File: src/panel_params.svh
// Purpose: constants and register map of the front panel key and mode controller
// Assumes: 20 MHz clock, byte-addressed Avalon-MM slave
// Notes:   offsets are byte addresses, one aligned 32-bit word each
// Contract
// - nine operating modes exist and each mode key press changes the active mode.
// - each mode has a selection display and an execution display, toggled by the set key.
// - only the digit whose decimal point flashes is modified.
// - with no flashing decimal point the up, down and shift keys are ignored; the code lets up and down step monitorFunc on the monitor selection screen.
// - with a flashing point, up and down change the marked digit or step the parameter.
// - with a flashing point, shift moves the edit position to the next higher digit.
// - during step data entry, shift discards the data entered so far.
// - in test run mode, shift starts the selected test run action.
// - during step data entry, up and down load the present coordinate, only after origin return.
// - after power-on the display shows what the initial display parameter selects; reset clears initSel too, so monitorFunc always starts at 0.
// - on a drive trip the display shows the error cause with all digits flashing.
// - while the external console is attached all panel keys are disabled.
// - nonvolatile write mode copies the parameters into nonvolatile memory.
// - monitor mode offers eight display functions.
// - mode key on a monitor selection screen goes to step data edit mode.
`ifndef PANEL_PARAMS_SVH
`define PANEL_PARAMS_SVH

`define REG_CTRL        8'h00
`define REG_STATUS      8'h04
`define REG_EDIT        8'h08
`define REG_INITSEL     8'h0C
`define REG_EVENT       8'h10

`define CTRL_ACK_BIT    0
`define INITSEL_RESET   3'h0
`define DEBOUNCE_US     10000
`define CLK_MHZ         20
`define DEBOUNCE_CYC    (`DEBOUNCE_US * `CLK_MHZ)
`define DIGITS          6
`define UNMAPPED_DATA   32'h0000_0000

`endif

File: src/panel_pkg.sv
// Purpose: types shared by the panel key and mode controller
// Assumes: mode codes follow the mode key ring in gray order
// Notes:   codes outside the ring are illegal and fall back to monitor
package panel_pkg;
    // gray code along the mode key path
    typedef enum logic [3:0] {
        MODE_MONITOR = 4'h0,
        MODE_STEP    = 4'h1,
        MODE_VEL     = 4'h3,
        MODE_NC      = 4'h2,
        MODE_OFFSET  = 4'h6,
        MODE_SERVO   = 4'h7,
        MODE_NVWRITE = 4'h5,
        MODE_TUNE    = 4'h4,
        MODE_TEST    = 4'hC
    } mode_e;

    typedef struct packed {
        logic modeKey;
        logic setKey;
        logic upKey;
        logic downKey;
        logic shiftKey;
    } keys_s;
endpackage

File: src/key_if.sv
`timescale 1ns/1ps
// Purpose: carries the debounced one-cycle key press pulses
// Assumes: source and sink share one clock
// Notes:   at most one pulse per physical press
interface key_if;
    import panel_pkg::*;
    keys_s press;
    modport source (output press);
    modport sink   (input press);
endinterface

File: src/key_debounce.sv
`timescale 1ns/1ps
`include "panel_params.svh"
// Purpose: synchronise and debounce five panel keys, one pulse per press
// Assumes: keys active high, asynchronous to clk
// Notes:   hold count is a parameter so simulation can shorten it
module key_debounce
    import panel_pkg::*;
#(
    parameter int HOLD = `DEBOUNCE_CYC
)(
    input  wire logic       clk,
    input  wire logic       rst_n,
    input  wire logic [4:0] keysRaw,
    key_if.source           keys
);
    logic [4:0]  sync1;
    logic [4:0]  sync2;
    logic [4:0]  stable;
    logic [4:0]  next_stable;
    logic [4:0]  pulse;
    logic [31:0] cnt [5];
    logic [31:0] next_cnt [5];

    always_comb
    begin
        next_stable = stable;
        pulse       = 5'h0;
        for (int i = 0; i < 5; i++)
        begin
            next_cnt[i] = 32'h0000_0000;
            if (sync2[i] != stable[i])
            begin
                next_cnt[i] = cnt[i] + 32'h0000_0001;
                if (cnt[i] >= 32'(HOLD - 1))
                begin
                    next_stable[i] = sync2[i];
                    next_cnt[i]    = 32'h0000_0000;
                    pulse[i]       = sync2[i];   // act once per press
                end
            end
        end
    end

    always_ff @(posedge clk)
    begin
        if (!rst_n)
        begin
            sync1  <= 5'h0;
            sync2  <= 5'h0;
            stable <= 5'h0;
            for (int i = 0; i < 5; i++)
                cnt[i] <= 32'h0000_0000;
        end
        else
        begin
            sync1  <= keysRaw;
            sync2  <= sync1;
            stable <= next_stable;
            cnt    <= next_cnt;
        end
    end

    assign keys.press = '{modeKey: pulse[4], setKey: pulse[3], upKey: pulse[2],
                          downKey: pulse[1], shiftKey: pulse[0]};
endmodule // key_debounce

File: src/front_panel_ctrl.sv
// Design decisions made here: the Avalon-MM register port and the register addresses.
`timescale 1ns/1ps
`include "panel_params.svh"
// Purpose: front panel mode, display state and digit edit controller
// Assumes: driver core supplies trip, origin, coordinate and console status
// Notes:   actions leave as one-cycle pulses; nv write and test run also set the event register
module front_panel_ctrl
    import panel_pkg::*;
#(
    parameter int DEBOUNCE = `DEBOUNCE_CYC
)(
    input  wire logic        clk,
    input  wire logic        rst_n,
    input  wire logic [4:0]  keysRaw,
    input  wire logic        tripRaw,
    input  wire logic        consoleRaw,
    input  wire logic        originDoneRaw,
    input  wire logic [23:0] presentCoord,
    input  wire logic [7:0]  errorCause,
    input  wire logic [7:0]  avs_address,
    input  wire logic        avs_read,
    input  wire logic        avs_write,
    input  wire logic [31:0] avs_writedata,
    output logic      [31:0] avs_readdata,
    output logic             avs_waitrequest,
    output logic      [3:0]  modeCode,
    output logic             execDisplay,
    output logic      [2:0]  monitorFunc,
    output logic      [23:0] editValue,
    output logic      [5:0]  pointFlash,
    output logic             allFlash,
    output logic      [7:0]  shownError,
    output logic             nvWriteStart,
    output logic             testRunStart,
    output logic             tuneStart
);
    key_if keys ();

    key_debounce #(.HOLD(DEBOUNCE)) u_deb (
        .clk     (clk),
        .rst_n   (rst_n),
        .keysRaw (keysRaw),
        .keys    (keys.source)
    );

    logic [2:0] s1;
    logic [2:0] s2;
    logic       trip;
    logic       console;
    logic       originDone;
    assign trip       = s2[2];
    assign console    = s2[1];
    assign originDone = s2[0];

    mode_e       mode;
    mode_e       next_mode;
    logic        next_execDisplay;
    logic [2:0]  next_monitorFunc;
    logic [23:0] next_editValue;
    logic [2:0]  digit;
    logic [2:0]  next_digit;
    logic [2:0]  initSel;
    logic [2:0]  next_initSel;
    logic [2:0]  events;
    logic [2:0]  next_events;
    logic        started;
    logic        next_started;
    logic        next_nv;
    logic        next_test;
    logic        next_tune;
    logic        editing;
    logic [2:0]  setEv;
    logic        wrTake;
    keys_s       k;

    function automatic mode_e nextModeOf(mode_e m);
        unique case (m)
            MODE_MONITOR: nextModeOf = MODE_STEP;
            MODE_STEP:    nextModeOf = MODE_VEL;
            MODE_VEL:     nextModeOf = MODE_NC;
            MODE_NC:      nextModeOf = MODE_OFFSET;
            MODE_OFFSET:  nextModeOf = MODE_SERVO;
            MODE_SERVO:   nextModeOf = MODE_NVWRITE;
            MODE_NVWRITE: nextModeOf = MODE_TUNE;
            MODE_TUNE:    nextModeOf = MODE_TEST;
            MODE_TEST:    nextModeOf = MODE_MONITOR;
            default:      nextModeOf = MODE_MONITOR;
        endcase
    endfunction

    // bcd nibble step with wrap inside one decimal digit
    function automatic logic [23:0] stepDigit(logic [23:0] v, logic [2:0] d, logic up);
        logic [3:0] n;
        logic [23:0] r;
        n = v[d*4 +: 4];
        if (up)
            n = (n >= 4'h9) ? 4'h0 : n + 4'h1;
        else
            n = (n == 4'h0) ? 4'h9 : n - 4'h1;
        r = v;
        r[d*4 +: 4] = n;
        stepDigit = r;
    endfunction

    // one decode for every register write, taken on the answering edge only
    function automatic logic regWrite(logic take, logic [7:0] a, logic [7:0] target);
        regWrite = take && (a == target);
    endfunction

    // console attached freezes every key
    assign k = console ? keys_s'(5'h0) : keys.press;
    // flashing point exists only in execution display of edit modes
    assign editing = execDisplay && mode != MODE_MONITOR && mode != MODE_NVWRITE
                     && mode != MODE_TUNE;

    always_comb
    begin
        next_mode        = mode;
        next_execDisplay = execDisplay;
        next_monitorFunc = monitorFunc;
        next_editValue   = editValue;
        next_digit       = digit;
        next_initSel     = initSel;
        next_started     = 1'b1;
        next_nv          = 1'b0;
        next_test        = 1'b0;
        next_tune        = 1'b0;
        if (!started)
        begin
            next_mode        = MODE_MONITOR;
            next_monitorFunc = initSel;
            next_execDisplay = 1'b1;
        end
        else if (k.modeKey)
        begin
            // monitor selection screen leads to step edit, as does the ring
            next_mode        = nextModeOf(mode);
            next_execDisplay = 1'b0;
            next_digit       = 3'h0;
        end
        else if (k.setKey)
        begin
            next_execDisplay = !execDisplay;
            next_digit       = 3'h0;
            if (!execDisplay && mode == MODE_NVWRITE)
                next_nv = 1'b1;
            if (!execDisplay && mode == MODE_TUNE)
                next_tune = 1'b1;
        end
        else if (mode == MODE_MONITOR && !execDisplay && (k.upKey || k.downKey))
        begin
            // eight monitor functions, wrap both ways
            next_monitorFunc = k.upKey ? monitorFunc + 3'h1 : monitorFunc - 3'h1;
        end
        else if (editing)   // keys dead without a flashing point
        begin
            if (mode == MODE_STEP && (k.upKey || k.downKey))
            begin
                if (originDone)
                    next_editValue = presentCoord;   // teaching
            end
            else if (k.upKey || k.downKey)
                next_editValue = stepDigit(editValue, digit, k.upKey);
            else if (k.shiftKey)
            begin
                if (mode == MODE_STEP)
                    next_editValue = 24'h00_0000;
                else if (mode == MODE_TEST)
                    next_test = 1'b1;
                else
                    next_digit = (digit == 3'(`DIGITS - 1)) ? 3'h0 : digit + 3'h1;
            end
        end
        if (regWrite(wrTake, avs_address, `REG_INITSEL))
            next_initSel = avs_writedata[2:0];
        if (regWrite(wrTake, avs_address, `REG_EDIT))
            next_editValue = avs_writedata[23:0];
    end

    always_ff @(posedge clk)
    begin
        if (!rst_n)
        begin
            s1           <= 3'h0;
            s2           <= 3'h0;
            mode         <= MODE_MONITOR;
            execDisplay  <= 1'b0;
            monitorFunc  <= 3'h0;
            editValue    <= 24'h00_0000;
            digit        <= 3'h0;
            initSel      <= `INITSEL_RESET;
            started      <= 1'b0;
            nvWriteStart <= 1'b0;
            testRunStart <= 1'b0;
            tuneStart    <= 1'b0;
        end
        else
        begin
            s1           <= {tripRaw, consoleRaw, originDoneRaw};
            s2           <= s1;
            mode         <= next_mode;
            execDisplay  <= next_execDisplay;
            monitorFunc  <= next_monitorFunc;
            editValue    <= next_editValue;
            digit        <= next_digit;
            initSel      <= next_initSel;
            started      <= next_started;
            nvWriteStart <= next_nv;
            testRunStart <= next_test;
            tuneStart    <= next_tune;
        end
    end

    assign modeCode   = mode;
    // trip overrides every mode screen
    assign allFlash   = trip;
    assign shownError = trip ? errorCause : 8'h00;
    assign pointFlash = trip ? 6'h3F : (editing ? 6'(1 << digit) : 6'h00);

    // one wait state: answer registered on the second cycle
    logic pending;
    logic next_pending;
    logic [31:0] rdata;
    logic [31:0] next_rdata;

    always_comb
    begin
        next_pending = (avs_read || avs_write) && !pending;
        next_rdata   = rdata;
        if (avs_read && !pending)
        begin
            unique case (avs_address)
                `REG_CTRL:    next_rdata = {31'h0000_0000, console};
                `REG_STATUS:  next_rdata = {19'h0_0000, monitorFunc, allFlash, originDone,
                                            execDisplay, digit, mode};
                `REG_EDIT:    next_rdata = {8'h00, editValue};
                `REG_INITSEL: next_rdata = {29'h0000_0000, initSel};
                `REG_EVENT:   next_rdata = {29'h0000_0000, events};
                default:      next_rdata = `UNMAPPED_DATA;
            endcase
        end
    end

    always_ff @(posedge clk)
    begin
        if (!rst_n)
        begin
            pending <= 1'b0;
            rdata   <= 32'h0000_0000;
        end
        else
        begin
            pending <= next_pending;
            rdata   <= next_rdata;
        end
    end

    assign avs_waitrequest = (avs_read || avs_write) && !pending;
    assign avs_readdata    = rdata;
    // a write lands only on the edge that sees waitrequest low
    assign wrTake          = avs_write && pending;

    // event flags; a hardware set wins over a software clear in the same cycle
    always_comb
    begin
        setEv       = {trip, next_test, next_nv};
        next_events = events;
        if (regWrite(wrTake, avs_address, `REG_EVENT))
            next_events = events & ~avs_writedata[2:0];
        next_events = next_events | setEv;
    end

    always_ff @(posedge clk)
    begin
        if (!rst_n)
            events <= 3'h0;
        else
            events <= next_events;
    end
endmodule // front_panel_ctrl

File: config.mk
export PLATFORM = sky130hd
export DESIGN_NAME = front_panel_ctrl
export DESIGN_NICKNAME = d
export VERILOG_FILES = /design/src/panel_pkg.sv /design/src/key_if.sv /design/src/key_debounce.sv /design/src/front_panel_ctrl.sv
export VERILOG_INCLUDE_DIRS = /design/src
export SDC_FILE = /design/constraint.sdc
export NUM_CORES = 1
export LEC_CHECK = 0
export BUFFER_PORTS_ARGS = -buffer_cell sky130_fd_sc_hd__buf_2
export CAP_MARGIN = 30
export CORE_MARGIN = 2
export CORE_UTILIZATION = 32
export CTS_BUF_LIST = sky130_fd_sc_hd__clkbuf_4
export DETAILED_ROUTE_END_ITERATION = 16
export GPL_TIMING_DRIVEN = 0
export PLACE_DENSITY_LB_ADDON = 0.2
export SLEW_MARGIN = 10
export SYNTH_ARGS = -nofsm -noshare
export SYNTH_HDL_FRONTEND = slang
export SYNTH_SLANG_ARGS = --single-unit
File: constraint.sdc
create_clock -name clk -period 3.9 [get_ports clk]
set_input_delay 0.78 -clock clk [delete_from_list [all_inputs] [get_ports clk]]
set_output_delay 0.78 -clock clk [all_outputs]
set_load 0.005 [all_outputs]
==> reports/metrics.csv <==
stage,metric,value,unit
status,status,"complete, no violations",
logic_synthesis,seq_area_frac_synth,48.4,%
sta,final_max_slew_viol_count,0,
floorplan,pin_count,167,
detailed_routing,via_per_inst,4.92,
logic_synthesis,yosysMostFrequentCell,dfxtp_1,
clock_network,root_buffer,clkbuf_4,
critical_path,cpMaxStageDelayCell,o22ai_1,
clock_network,clk_pin_slew,0.08,ns
logic_synthesis,synth_area,10400,sq um
hold_path,hold_class,input port to flop,
power_and_ir_drop,swShare,24.0,%
sta,setup_viol,0,
logic_synthesis,yosys.area.top_type_share,48.4,%
power_and_ir_drop,switchingPower,1.23,mW
logic_synthesis,synth_top_flop_cell,dfxtp_1,
detailed_routing,postRouteAntennaNets,0,
logic_synthesis,synth_warnings,0,
logic_synthesis,synth_top_area_cell,dfxtp_1,
logic_synthesis,syn_avg_cell_area,9.34,sq um
floorplan,num_rows,65,
critical_path,crit_family,compound AO/OA/AOI/OAI gates,
finish,fillers,3306,
sta,slew_headroom,41.5,%
power_and_ir_drop,finalPower,5.12,mW
finish,nets,1510,
sta,fin_ws,0.148,ns
placed_design,dpl.hpwl,20.9,mm
sta,min_period,3.75,ns
critical_path,max_stage_delay,0.70,ns
sta,tightest_slew,0.853,ns
placed_design,place_ws,0.229,ns
power_and_ir_drop,ir_drop,176,uV
detailed_routing,drcViolationCount,0,
floorplan,initial_core_util,32.7,%
finish,fin_util,40.2,%
critical_path,r2r-start,digit[0]$_SDFFE_PN0P_,
sta,rsz0062_at_grt,no,
clock_network,htreeDepth,3,
global_routing,grtUsageTotal,16.8,%
detailed_routing,drtIter0Drc,458,
sta,fin_setup_tns,0,ns
global_routing,grt_pass1_wl,45.2,mm
global_routing,grt_pass1_vias,8747,
critical_path,path_buf_inv,2,
logic_synthesis,synth_edf_count,0,
critical_path,required,4.49,ns
power_and_ir_drop,p_comb_share,4.3,%
logic_synthesis,synth-seq-cells,251,
critical_path,cp_max_fo,10,
global_routing,antenna_found_initial,1,
floorplan,die_h,184,microns
power_and_ir_drop,seqPwrFrac,51.7,%
global_routing,grt_remaining_overflow,0,
sta,finalCritPeriodShare,96.2,%
power_and_ir_drop,powerDensity,402,nW/um^2
critical_path,rrSetupSlack,0.15,ns
detailed_routing,vias,9113,
clock_network,ctsHoldBuffers,0,
critical_path,crit_cells,10,
critical_path,worstSetupStartpoint,digit[0]$_SDFFE_PN0P_,
clock_network,cts_sinks,251,
critical_path,setup.worst_path.end_class,flop,
placed_design,gp_congestion,0.857,
floorplan,fp.dieArea,33900,sq um
run,cap_viol_max_count,0,
detailed_routing,first_pass_iters,5,
sta,hold_viol_final,0,
power_and_ir_drop,internal_power,3.89,mW
critical_path,cp-start-kind,flop,
detailed_routing,wire_per_inst,15.4,microns
logic_synthesis,syn_inst,1111,
critical_path,cp.arrival,4.34,ns
sta,clock.fmax,0.267,GHz
floorplan,fp.dieW,184,microns
clock_network,cts_buffer_depth,3,
floorplan,core_area,31700,sq um
clock_network,clk_latency,0.70,ns
critical_path,r2r-end,editValue[12]$_SDFFE_PN0P_,
finish,syn_to_final_growth,22.7,%
clock_network,numCtsBuffers,70,
finish,final_cells,1852,
clock_network,cts_setup_buffers,0,
logic_synthesis,synth_cell_types,73,
logic_synthesis,synthTopCellsByArea,"dfxtp_1, nor2_1, xor2_1",
critical_path,worst_r2r_path_depth,10,
power_and_ir_drop,p_clk_share,44.0,%
logic_synthesis,async_flop_share,0,%
critical_path,crit_type,flop to flop,
power_and_ir_drop,cellLeakagePower,5.00,nW
critical_path,path_cells,clkbuf_1 > mux2_2 > a22o_1 > inv_1 > ha_1 > a31o_2 > nor3_1 > o22ai_1 > a221oi_1 > o41ai_1,
clock_network,tritoncts,built,
placed_design,port_buffers,149,
detailed_routing,wl,28.5,mm
sta,skew,0.0728,ns
global_routing,grt_max_degree,11,
placed_design,dp_cells,1739,
logic_synthesis,yosys-top-cells-count,"dfxtp_1, nor2_1, nand2_1",
critical_path,crit_end,editValue[12]$_SDFFE_PN0P_,
finish,layout-drive-gt1-share,19.9,%
## worst register-to-register path, cell delays in order (launching register included)
cell and delay (ns):
dfxtp_1 0.50, clkbuf_1 0.53, mux2_2 0.41, a22o_1 0.32, inv_1 0.12, ha_1 0.21, a31o_2 0.19, nor3_1 0.05
o22ai_1 0.70, a221oi_1 0.21, o41ai_1 0.41
## per-layer routing
metal / vias up / part of all wire, % / global-route usage (%)
met3: 62 / 5.8 / 3.64
met2: 278 / 45 / 26.6
met4: 0 / 3.1 / 7.62
met5: - / 0 / 0
li1: 4564 / - / -
met1: 4209 / 46 / 22.1
## how the worst min path moves through the flow
stage                              start                        end  depth (start not counted)
2_1_floorplan           s1[0]$_SDFF_PN0_           s2[0]$_SDFF_PN0_                          1
3_3_place_gp            s1[2]$_SDFF_PN0_           s2[2]$_SDFF_PN0_                          1
3_5_place_dp   u_deb.sync1[2]$_SDFF_PN0_  u_deb.sync2[2]$_SDFF_PN0_                          1
4_1_cts                            rst_n            started$_DFF_P_                          1
5_1_grt                            rst_n            started$_DFF_P_                          1
6_report                           rst_n            started$_DFF_P_                          1
## final cells by class
class	instances	area, sq um	area share, %
sequential	251	5020	39.4
timing repair buffer	149	746	5.85
multi-input combinational	861	5320	41.8
buffer	57	253	1.98
tap	402	503	3.95
clock buffer	95	713	5.60
clock inverter	17	103	0.805
antenna	1	2.50	0.0196
inverter	19	71.3	0.560
## power by group through the flow
| stage | Combinational [mW] | Sequential [mW] | Clock, mW |
|---|---|---|---|
| global route | 0.244 | 2.65 | 2.51 |
| finish | 0.220 | 2.64 | 2.25 |
| detailed placement | 0.217 | 2.70 | 0 |
| CTS | 0.218 | 2.64 | 2.36 |
| floorplan | 0.120 | 2.69 | 0 |
| global placement | 0.216 | 2.70 | 0 |
## through the flow
| step | hold slack [ns] | instance area [sq um] |
|---|---|---|
| floorplan | 0.412 | 10700 |
| global placement | 0.415 | 11900 |
| detailed placement | 0.418 | 11900 |
| CTS | 0.177 | 12700 |
| global route | 0.191 | 12700 |
| finish | 0.237 | 12700 |
## flip-flops by register name (all words and copies together), names as in the netlist
signal / cells
avs_readdata: 24
digit: 3
editValue: 24
events: 3
execDisplay: 1
initSel: 3
modeCode: 4
monitorFunc: 3
nvWriteStart: 1
pending: 1
s1: 3
s2: 3
started: 1
testRunStart: 1
tuneStart: 1
u_deb.cnt: 160
u_deb.stable: 5
u_deb.sync1: 5
u_deb.sync2: 5
## repair_timing
item / 4_1_cts / 5_1_grt
endpoints found under the hold margin: 0 / 0
resized for setup: 0 / 1
endpoints found under the setup margin: 0 / 2
## placed cells by master, fill, tap and decap left out, types with 12 or more instances in the layout
cell and count:
ha_1 16, a221oi_1 27, and2_1 34, o2111ai_1 20, inv_1 19, o41ai_1 20
nor4_1 22, dfxtp_1 251, a2bb2oi_1 12, a21oi_1 32, nand2_1 66, xor2_1 51
buf_2 150, xnor2_1 29, clkbuf_1 44, clkbuf_4 95, nand4_1 19, nor3_1 21
and3_1 16, or3_1 12, o21ai_0 20, nor2_1 170, conb_1 78, nand3_1 57
## cells by family after synthesis
group                      count (synthesis)  synth area share (%)
muxes                                     20                  2.60
xor gates and xnor gates                  80                  6.75
other                                      1                0.0361
AOI/OAI and AO/OA                        208                  15.4
DFF                                      251                  48.4
buffers and inverters                     76                  3.12
and+or+nand+nor                          458                  21.6
adders and majority gates                 17                  2.12
Note: power is estimated with default switching activity, not from simulation.
